File: src/rtl/arsc_pkg.sv
`default_nettype none
package arsc_pkg;

  // ----------------------------------------------------------------
  // register map (byte addresses on the apb bus)
  // ----------------------------------------------------------------
  localparam int ADDR_W = 8;
  localparam logic [7:0] OFS_INPUT_SEL = 8'h00;
  localparam logic [7:0] OFS_CTRL = 8'h04;
  localparam logic [7:0] OFS_RES_LO = 8'h08;
  localparam logic [7:0] OFS_RES_HI = 8'h0c;
  localparam logic [7:0] OFS_INT_MASK = 8'h10;
  localparam logic [7:0] OFS_INT_STATUS = 8'h14;

  // ----------------------------------------------------------------
  // field positions and reset values
  // ----------------------------------------------------------------
  localparam int ALIGN_BIT = 5;
  localparam int CTRL_EN_BIT = 0;
  localparam int CTRL_START_BIT = 1;
  localparam int INT_DONE_BIT = 0;
  localparam logic [7:0] INPUT_SEL_RESET = 8'h00;
  localparam logic [4:0] DIFF_FIRST = 5'h08;
  localparam logic [4:0] DIFF_LAST = 5'h1d;

  // ----------------------------------------------------------------
  // code ranges and conversion timing
  // ----------------------------------------------------------------
  localparam logic [9:0] CODE_MIN_SE = 10'h000;
  localparam logic [9:0] CODE_MAX_SE = 10'h3ff;
  localparam logic [9:0] CODE_MIN_DIFF = 10'h200;
  localparam logic [9:0] CODE_MAX_DIFF = 10'h1ff;
  localparam int SAMPLE_W = 12;
  localparam int CONV_CLOCKS = 13;
  localparam int FIRST_CONV_CLOCKS = 25;
  localparam int ADC_CLK_DIV = 8;

  typedef enum logic [1:0] {
    REF_EXTERNAL_PIN = 2'b00,
    REF_ANALOG_SUPPLY = 2'b01,
    REF_RESERVED = 2'b10,
    REF_INTERNAL_2V56 = 2'b11
  } arsc_ref_t;

  typedef struct packed {
    arsc_ref_t reference_select;
    logic result_left_align;
    logic [4:0] channel_gain_select;
  } arsc_input_select_t;

  typedef struct packed {
    logic [7:0] result_high_byte;
    logic [7:0] result_low_byte;
  } arsc_result_t;

  typedef enum logic [1:0] {
    SEQ_IDLE = 2'b00,
    SEQ_CONVERT = 2'b01
  } arsc_seq_state_t;

  // channel codes that select a differential pair
  function automatic logic arsc_is_diff(input logic [4:0] chan);
    arsc_is_diff = (chan >= DIFF_FIRST) && (chan <= DIFF_LAST);
  endfunction

  // place a 10-bit code across the two result bytes
  function automatic arsc_result_t arsc_align(input logic [9:0] code, input logic left);
    arsc_result_t r;
    if (left)
    begin
      r.result_high_byte = code[9:2];
      r.result_low_byte = {code[1:0], 6'h00};
    end
    else
    begin
      r.result_high_byte = {6'h00, code[9:8]};
      r.result_low_byte = code[7:0];
    end
    arsc_align = r;
  endfunction

endpackage
`default_nettype wire

File: src/rtl/arsc_conv_seq.sv
`timescale 1ns/100ps
`default_nettype none
module arsc_conv_seq
  import arsc_pkg::*;
#(
  parameter int DIV = arsc_pkg::ADC_CLK_DIV
)
(
  input wire logic pclk,
  input wire logic presetn,
  input wire logic enable,
  input wire logic start,
  output logic busy_r,
  output logic done
);

  localparam logic [7:0] DIV_LAST = 8'(DIV - 1);
  localparam logic [4:0] LAST_NORMAL = 5'(CONV_CLOCKS - 1);
  localparam logic [4:0] LAST_FIRST = 5'(FIRST_CONV_CLOCKS - 1);

  arsc_seq_state_t state_r;
  logic [7:0] div_r;
  logic [4:0] cnt_r;
  logic first_r;

  // converter clock enable and end of conversion
  wire logic tick = (div_r == DIV_LAST);
  wire logic [4:0] cnt_last = first_r ? LAST_FIRST : LAST_NORMAL;
  assign done = (state_r == SEQ_CONVERT) && enable && tick && (cnt_r == cnt_last);

  // divider for the converter clock
  always_ff @(posedge pclk or negedge presetn)
  begin
    if (!presetn)
      div_r <= 8'h00;
    else
      div_r <= tick ? 8'h00 : div_r + 8'h01;
  end

  // sequencer: disable aborts, first conversion after enable is longer
  always_ff @(posedge pclk or negedge presetn)
  begin
    if (!presetn)
    begin
      state_r <= SEQ_IDLE;
      cnt_r <= 5'h00;
      first_r <= 1'b1;
      busy_r <= 1'b0;
    end
    else if (!enable)
    begin
      state_r <= SEQ_IDLE;
      first_r <= 1'b1;
      busy_r <= 1'b0;
    end
    else
    begin
      unique case (state_r)
        SEQ_IDLE:
        begin
          if (start)
          begin
            state_r <= SEQ_CONVERT;
            cnt_r <= 5'h00;
            busy_r <= 1'b1;
          end
        end
        SEQ_CONVERT:
        begin
          if (done)
          begin
            state_r <= SEQ_IDLE;
            first_r <= 1'b0;
            busy_r <= 1'b0;
          end
          else if (tick)
            cnt_r <= cnt_r + 5'h01;
        end
        default:
          state_r <= SEQ_IDLE;
      endcase
    end
  end

endmodule
`default_nettype wire

File: src/rtl/arsc_result_fmt.sv
`timescale 1ns/100ps
`default_nettype none
module arsc_result_fmt
  import arsc_pkg::*;
#(
  parameter int SW = arsc_pkg::SAMPLE_W
)
(
  input wire logic signed [SW-1:0] sample,
  input wire logic is_diff,
  output logic [9:0] code
);

  // ----------------------------------------------------------------
  // saturation bounds
  // ----------------------------------------------------------------
  localparam logic signed [SW-1:0] SE_TOP = SW'(1023);
  localparam logic signed [SW-1:0] DIFF_TOP = SW'(511);
  localparam logic signed [SW-1:0] DIFF_BOT = -SW'(512);

  wire logic se_low = sample < 0;
  wire logic se_high = sample > SE_TOP;
  wire logic diff_high = sample > DIFF_TOP;
  wire logic diff_low = sample < DIFF_BOT;

  // unsigned clamp for single ended, two's complement clamp for pairs
  wire logic [9:0] se_code = se_low ? CODE_MIN_SE : (se_high ? CODE_MAX_SE : sample[9:0]);
  wire logic [9:0] diff_code = diff_high ? CODE_MAX_DIFF :
                               (diff_low ? CODE_MIN_DIFF : sample[9:0]);
  assign code = is_diff ? diff_code : se_code;

endmodule
`default_nettype wire

File: src/rtl/arsc_top.sv
// Chosen here: the register addresses and the APB slave port.
`timescale 1ns/100ps
`default_nettype none
module arsc_top
  import arsc_pkg::*;
#(
  parameter int DIV = arsc_pkg::ADC_CLK_DIV
)
(
  input wire logic pclk,
  input wire logic presetn,
  input wire logic psel,
  input wire logic penable,
  input wire logic pwrite,
  input wire logic [arsc_pkg::ADDR_W-1:0] paddr,
  input wire logic [31:0] pwdata,
  output logic [31:0] prdata,
  output logic pready,
  output logic pslverr,
  output logic irq,
  input wire logic [arsc_pkg::SAMPLE_W-1:0] analog_sample,
  output arsc_pkg::arsc_ref_t reference_select_out,
  output logic [4:0] channel_gain_out,
  output logic convert_active
);
  import arsc_pkg::*;

  // ----------------------------------------------------------------
  // state
  // ----------------------------------------------------------------
  arsc_input_select_t input_sel_r;
  arsc_ref_t active_ref_r;
  logic [4:0] active_chan_r;
  logic [9:0] result_r;
  logic enable_r;
  logic int_status_r;
  logic int_mask_r;
  logic irq_r;
  logic [31:0] prdata_r;
  logic pready_r;
  logic pslverr_r;
  logic [SAMPLE_W-1:0] sample_meta_r;
  logic [SAMPLE_W-1:0] sample_sync_r;
  logic busy;
  logic done;
  logic [9:0] fmt_code;

  // ----------------------------------------------------------------
  // apb decode
  // ----------------------------------------------------------------
  // one wait state: pready rises in the second access cycle
  wire logic apb_access = psel & penable;
  wire logic bus_take = apb_access & pready_r;
  wire logic rd_load = apb_access & ~pready_r & ~pwrite;
  wire logic wr_take = bus_take & pwrite;
  wire logic hit_input_sel = (paddr == OFS_INPUT_SEL);
  wire logic hit_ctrl = (paddr == OFS_CTRL);
  wire logic hit_res_lo = (paddr == OFS_RES_LO);
  wire logic hit_res_hi = (paddr == OFS_RES_HI);
  wire logic hit_mask = (paddr == OFS_INT_MASK);
  wire logic hit_status = (paddr == OFS_INT_STATUS);
  wire logic mapped = hit_input_sel | hit_ctrl | hit_res_lo | hit_res_hi | hit_mask | hit_status;
  wire logic wr_input_sel = wr_take & hit_input_sel;
  wire logic wr_ctrl = wr_take & hit_ctrl;
  wire logic wr_mask = wr_take & hit_mask;
  wire logic wr_status = wr_take & hit_status;
  wire logic start_req = wr_ctrl & pwdata[CTRL_START_BIT];
  wire logic enable_nxt = wr_ctrl ? pwdata[CTRL_EN_BIT] : enable_r;

  // ----------------------------------------------------------------
  // result presentation and read mux
  // ----------------------------------------------------------------
  // alignment reads the live bit, not a locked copy
  wire arsc_result_t res_bytes = arsc_align(result_r, input_sel_r.result_left_align);
  wire logic is_diff_active = arsc_is_diff(active_chan_r);
  wire logic [31:0] rd_value =
    hit_input_sel ? {24'h000000, input_sel_r} :
    hit_ctrl ? {30'h00000000, busy, enable_r} :
    hit_res_lo ? {24'h000000, res_bytes.result_low_byte} :
    hit_res_hi ? {24'h000000, res_bytes.result_high_byte} :
    hit_mask ? {31'h00000000, int_mask_r} :
    hit_status ? {31'h00000000, int_status_r} :
    32'h00000000;

  // ----------------------------------------------------------------
  // sticky done flag: set wins over a write-one clear
  // ----------------------------------------------------------------
  wire logic status_clear = wr_status & pwdata[INT_DONE_BIT];
  wire logic int_status_nxt = done | (int_status_r & ~status_clear);
  wire logic int_mask_nxt = wr_mask ? pwdata[INT_DONE_BIT] : int_mask_r;
  wire logic irq_nxt = int_status_nxt & int_mask_nxt; // irq tracks flag and mask with no lag

  // ----------------------------------------------------------------
  // submodules
  // ----------------------------------------------------------------
  // conversion timing on the divided converter clock
  arsc_conv_seq #(
    .DIV(DIV)
  ) u_seq (
    .pclk(pclk),
    .presetn(presetn),
    .enable(enable_r),
    .start(start_req),
    .busy_r(busy),
    .done(done)
  );

  // coding and saturation of the synchronised sample
  arsc_result_fmt #(
    .SW(SAMPLE_W)
  ) u_fmt (
    .sample(sample_sync_r),
    .is_diff(is_diff_active),
    .code(fmt_code)
  );

  // ----------------------------------------------------------------
  // apb response
  // ----------------------------------------------------------------
  // pready and read data are registered so outputs come from flops
  always_ff @(posedge pclk or negedge presetn)
  begin
    if (!presetn)
    begin
      pready_r <= 1'b0;
      pslverr_r <= 1'b0;
      prdata_r <= 32'h00000000;
    end
    else
    begin
      pready_r <= apb_access & ~pready_r;
      pslverr_r <= apb_access & ~pready_r & ~mapped;
      if (rd_load)
        prdata_r <= rd_value;
    end
  end

  // ----------------------------------------------------------------
  // software registers
  // ----------------------------------------------------------------
  // input select, control enable, interrupt mask and status
  always_ff @(posedge pclk or negedge presetn)
  begin
    if (!presetn)
    begin
      input_sel_r <= INPUT_SEL_RESET;
      enable_r <= 1'b0;
      int_mask_r <= 1'b0;
      int_status_r <= 1'b0;
      irq_r <= 1'b0;
    end
    else
    begin
      if (wr_input_sel)
        input_sel_r <= pwdata[7:0];
      enable_r <= enable_nxt;
      int_mask_r <= int_mask_nxt;
      int_status_r <= int_status_nxt;
      irq_r <= irq_nxt;
    end
  end

  // ----------------------------------------------------------------
  // analog side: sample synchroniser and locked selection
  // ----------------------------------------------------------------
  // two flops before the sample is read
  always_ff @(posedge pclk or negedge presetn)
  begin
    if (!presetn)
    begin
      sample_meta_r <= '0;
      sample_sync_r <= '0;
    end
    else
    begin
      sample_meta_r <= analog_sample;
      sample_sync_r <= sample_meta_r;
    end
  end

  // selection follows software while idle, frozen while converting
  always_ff @(posedge pclk or negedge presetn)
  begin
    if (!presetn)
    begin
      active_ref_r <= REF_EXTERNAL_PIN;
      active_chan_r <= 5'h00;
    end
    else if (!busy || done)
    begin
      active_ref_r <= input_sel_r.reference_select;
      active_chan_r <= input_sel_r.channel_gain_select;
    end
  end

  // result captured in the same cycle as the done flag sets
  always_ff @(posedge pclk or negedge presetn)
  begin
    if (!presetn)
      result_r <= 10'h000;
    else if (done)
      result_r <= fmt_code;
  end

  // ----------------------------------------------------------------
  // outputs
  // ----------------------------------------------------------------
  // every output is a flop, forwarded unchanged
  assign prdata = prdata_r;
  assign pready = pready_r;
  assign pslverr = pslverr_r;
  assign irq = irq_r;
  assign reference_select_out = active_ref_r;
  assign channel_gain_out = active_chan_r;
  assign convert_active = busy;

  // signed view of the sample for range checks
  wire logic signed [SAMPLE_W-1:0] ssample = sample_sync_r;
endmodule
`default_nettype wire

File: config.mk
export PLATFORM = sky130hd
export DESIGN_NAME = arsc_top
export DESIGN_NICKNAME = d
export VERILOG_FILES = /design/src/rtl/arsc_pkg.sv /design/src/rtl/arsc_conv_seq.sv /design/src/rtl/arsc_result_fmt.sv /design/src/rtl/arsc_top.sv
export SDC_FILE = /design/constraint.sdc
export NUM_CORES = 1
export LEC_CHECK = 0
export BUFFER_PORTS_ARGS = -buffer_cell sky130_fd_sc_hd__buf_2
export CAP_MARGIN = 10
export CORE_ASPECT_RATIO = 0.9
export CORE_MARGIN = 10
export CORE_UTILIZATION = 38
export CTS_CLUSTER_DIAMETER = 120
export DETAILED_ROUTE_END_ITERATION = 12
export GPL_TIMING_DRIVEN = 0
export PLACE_DENSITY = 0.62
export SYNTH_ARGS = -nofsm -noshare
export SYNTH_HDL_FRONTEND = slang
export SYNTH_SLANG_ARGS = --single-unit
File: constraint.sdc
create_clock -name pclk -period 2.75 [get_ports pclk]
set_clock_uncertainty 0.15 [all_clocks]
set_input_delay 0.825 -clock pclk [delete_from_list [all_inputs] [get_ports pclk]]
set_output_delay 0.825 -clock pclk [all_outputs]
set_load 0.005 [all_outputs]
==> results.json <==
{
  "floorplan.initialDensity_pct": 39.40,
  "cp_max_fo": 8,
  "grt_use_total_pct": 11.34,
  "grt_pass1_vias": 2481,
  "top_usage_layer": "met2",
  "seq_area_frac_synth_pct": 58.06,
  "synthArstFlopShare_pct": 100.0,
  "ant_nets": 0,
  "rows": 32,
  "routed_via_density": 4.598,
  "finalHoldViolCount": 0,
  "grt_max_degree": 47,
  "grt_pass1_wl_mm": 12.07,
  "worstSkewPairLatency_ps": 340,
  "worstPathArrival_ps": 2750,
  "holdWs_ps": 200.2,
  "routabilityCongestion": 0.8044,
  "synth_mux_area_share_pct": 7.418,
  "setup_viol": 0,
  "met2_usage_pct": 17.23,
  "ys_ff_latch": 79,
  "outcome": "finished clean",
  "synth-simple-area-share_pct": 15.20,
  "critical_path_class": "in -> reg",
  "worst_slew_pin_slew_ps": 609.7,
  "p_per_area_mw_per_mm2": 536.9,
  "ioPinCount": 100,
  "area_growth_pct": 22.51,
  "netlist_instances": 300,
  "synth_xor_area_share_pct": 2.057,
  "end_kind": "flip-flop",
  "synth_cell_type_count": 46,
  "route.detailed.drc": 0,
  "synth-main-ff-cell": "dfrtp_1",
  "numCtsBuffers": 9,
  "core-area_mm2": 0.008648,
  "avgSynthCellArea_um2": 11.36,
  "drt-pass1-iter-count": 5,
  "root_buffer": "clkbuf_8",
  "min_period_ps": 2666,
  "die_area_mm2": 0.01316,
  "slew_viol_final": 0,
  "max_slew_margin_pct": 59.35,
  "fmax_mhz": 375.1,
  "port-buffer-count": 50,
  "vias": 2345,
  "use_met1_pct": 13.80,
  "drt-wirelength-per-cell_um": 13.94,
  "maxCapViolCount": 0,
  "peakVddDrop_v": 0.0002861,
  "mappedNetlistArea_mm2": 0.003407,
  "path_clk_slew_ps": 80,
  "cts_tree": "yes",
  "synth-compound-area-share_pct": 9.181,
  "synthAdderAreaFrac_pct": 1.102,
  "htreeDepth": 3,
  "start_kind": "primary input",
  "synth-edff-count": 0,
  "grt_overflow": 0,
  "clock_sinks": 79,
  "worstPathRequired_ps": 2830,
  "synth_top_family_by_area": "simple AND/OR/NAND/NOR gates",
  "dp_hpwl_mm": 5.330,
  "drt-total-wl_mm": 7.110,
  "die-height_um": 109.8,
  "grt_use_met3_pct": 4.972,
  "cts_buffer_depth": 2,
  "yosysWarnings": 0,
  "drive_gt1_share_pct": 32.48,
  "min_period_over_period_pct": 96.96,
  "layout.nets": 446,
  "diodes": 0,
  "antenna_found_initial": 0,
  "drt_iter0_markers": 109,
  "leakage_uw": 0.002011,
  "die_w_um": 119.8,
  "final_util_pct": 48.26,
  "hold_class": "reg -> reg",
  "r2r_slack_ps": 130,
  "power_uw": 2241
}
-- path summary, 6_finish.rpt --
path,start,to,cells past startpoint
max in group asynchronous,presetn,u_seq.first_r,2
min,sample_meta_r[11],sample_sync_r[11],0
max reg2reg,u_seq.div_r[4],reference_select_out[1],5
min in group asynchronous,presetn,result_r[0],1
min reg2reg,sample_meta_r[11],sample_sync_r[11],0
max,paddr[7],input_sel_r[0],7
-- final cells by class --
cell class                 count  area [µm²]
multi-input combinational    206        1292
clock buffer                   9       123.9
fill                         836        4474
tap                          119       148.9
inverter                       6       22.52
clock inverter                 7       96.34
sequential                    79        1978
timing repair buffer          52       300.3
buffer                        32       211.5
-- flip-flops by register name, indices dropped and copies added, names as in the netlist, 2 cells and up --
name	cells
sample_sync_r	12
reference_select_out	2
prdata	8
input_sel_r	8
channel_gain_out	5
u_seq.cnt_r	5
sample_meta_r	12
u_seq.div_r	8
result_r	10
-- cells by family after synthesis --
logic type / after synthesis
xor+xnor: 8
compound gates: 52
fa+ha+maj: 3
other cells: 1
flops: 79
simple gates: 96
mux: 23
buf+inv: 38
-- cells in the final DEF (no fill, tap or decap), drive strengths merged, types with 3 or more instances in the layout --
cell type | Yosys | layout
a21oi | 12 | 12
a22o | 3 | 3
a22oi | 3 | 3
and3 | 3 | 3
buf | 25 | 77
clkbuf | 7 | 16
clkinvlp | 0 | 3
conb | 1 | 24
dfrtp | 78 | 78
ha | 3 | 3
inv | 6 | 7
mux2 | 18 | 18
mux2i | 5 | 5
nand2 | 26 | 26
nand3 | 12 | 12
nand3b | 3 | 3
nor2 | 22 | 22
nor3 | 6 | 6
nor4 | 4 | 4
o21ai | 23 | 23
or3 | 5 | 5
xnor2 | 7 | 7
-- power breakdown --
part | internal [µW] | switching (µW)
logic | 54.7 | 69.9
clock network | 512 | 416
registers | 1180 | 7.68
total | 1750 | 493
-- stage by stage --
| stage | setup WS, ps | TNS, ps | cell area, µm² | instances |
|---|---|---|---|---|
| after detailed placement | -462.1 | -4770 | 3926 | 493 |
| after floorplan | -74.03 | -592.2 | 3497 | 323 |
| after global placement | -414.1 | -4173 | 3896 | 492 |
| after CTS | 33.55 | 0 | 4169 | 510 |
| final | 83.73 | 0 | 4174 | 510 |
| after global routing | -19.60 | -66.49 | 4174 | 510 |
-- worst max-delay path, stage by stage --
cell    delay, ps
buf_2          90
or4_4         560
or3_1         310
buf_2         180
nor4_4        270
buf_12        170
mux2_2        330
-- synth_stat cells, types with 3 or more instances --
cell      number  area [µm²]
dfrtp_1       78        1952
nand2_1       26       97.59
buf_4         24       180.2
o21ai_0       23       115.1
nor2_1        22       82.58
mux2_2        18       202.7
a21oi_1       12       60.06
nand3_1       12       60.06
clkbuf_1       7       26.28
xnor2_1        7       61.31
inv_1          6       22.52
nor3_1         6       30.03
mux2i_1        5       50.05
a22o_1         3       26.28
a22oi_1        3       22.52
ha_1           3       37.54
nand3b_1       3       22.52
or3_1          3       18.77
-- routing by layer --
metal	up-vias	part of all wire, %
met1	1079	46
met3	12	8.9
met5	-	0
met4	0	1.7
li1	1165	-
met2	89	44
-- repair_timing --
action / 4_1_cts / 5_1_grt
hold buffers: 0 / 0
buffers inserted: 1 / 0
resized for setup: 1 / 1
endpoints found under the setup margin: 15 / 10
pin swaps: 1 / 0
(Power assumes the default switching activity.)
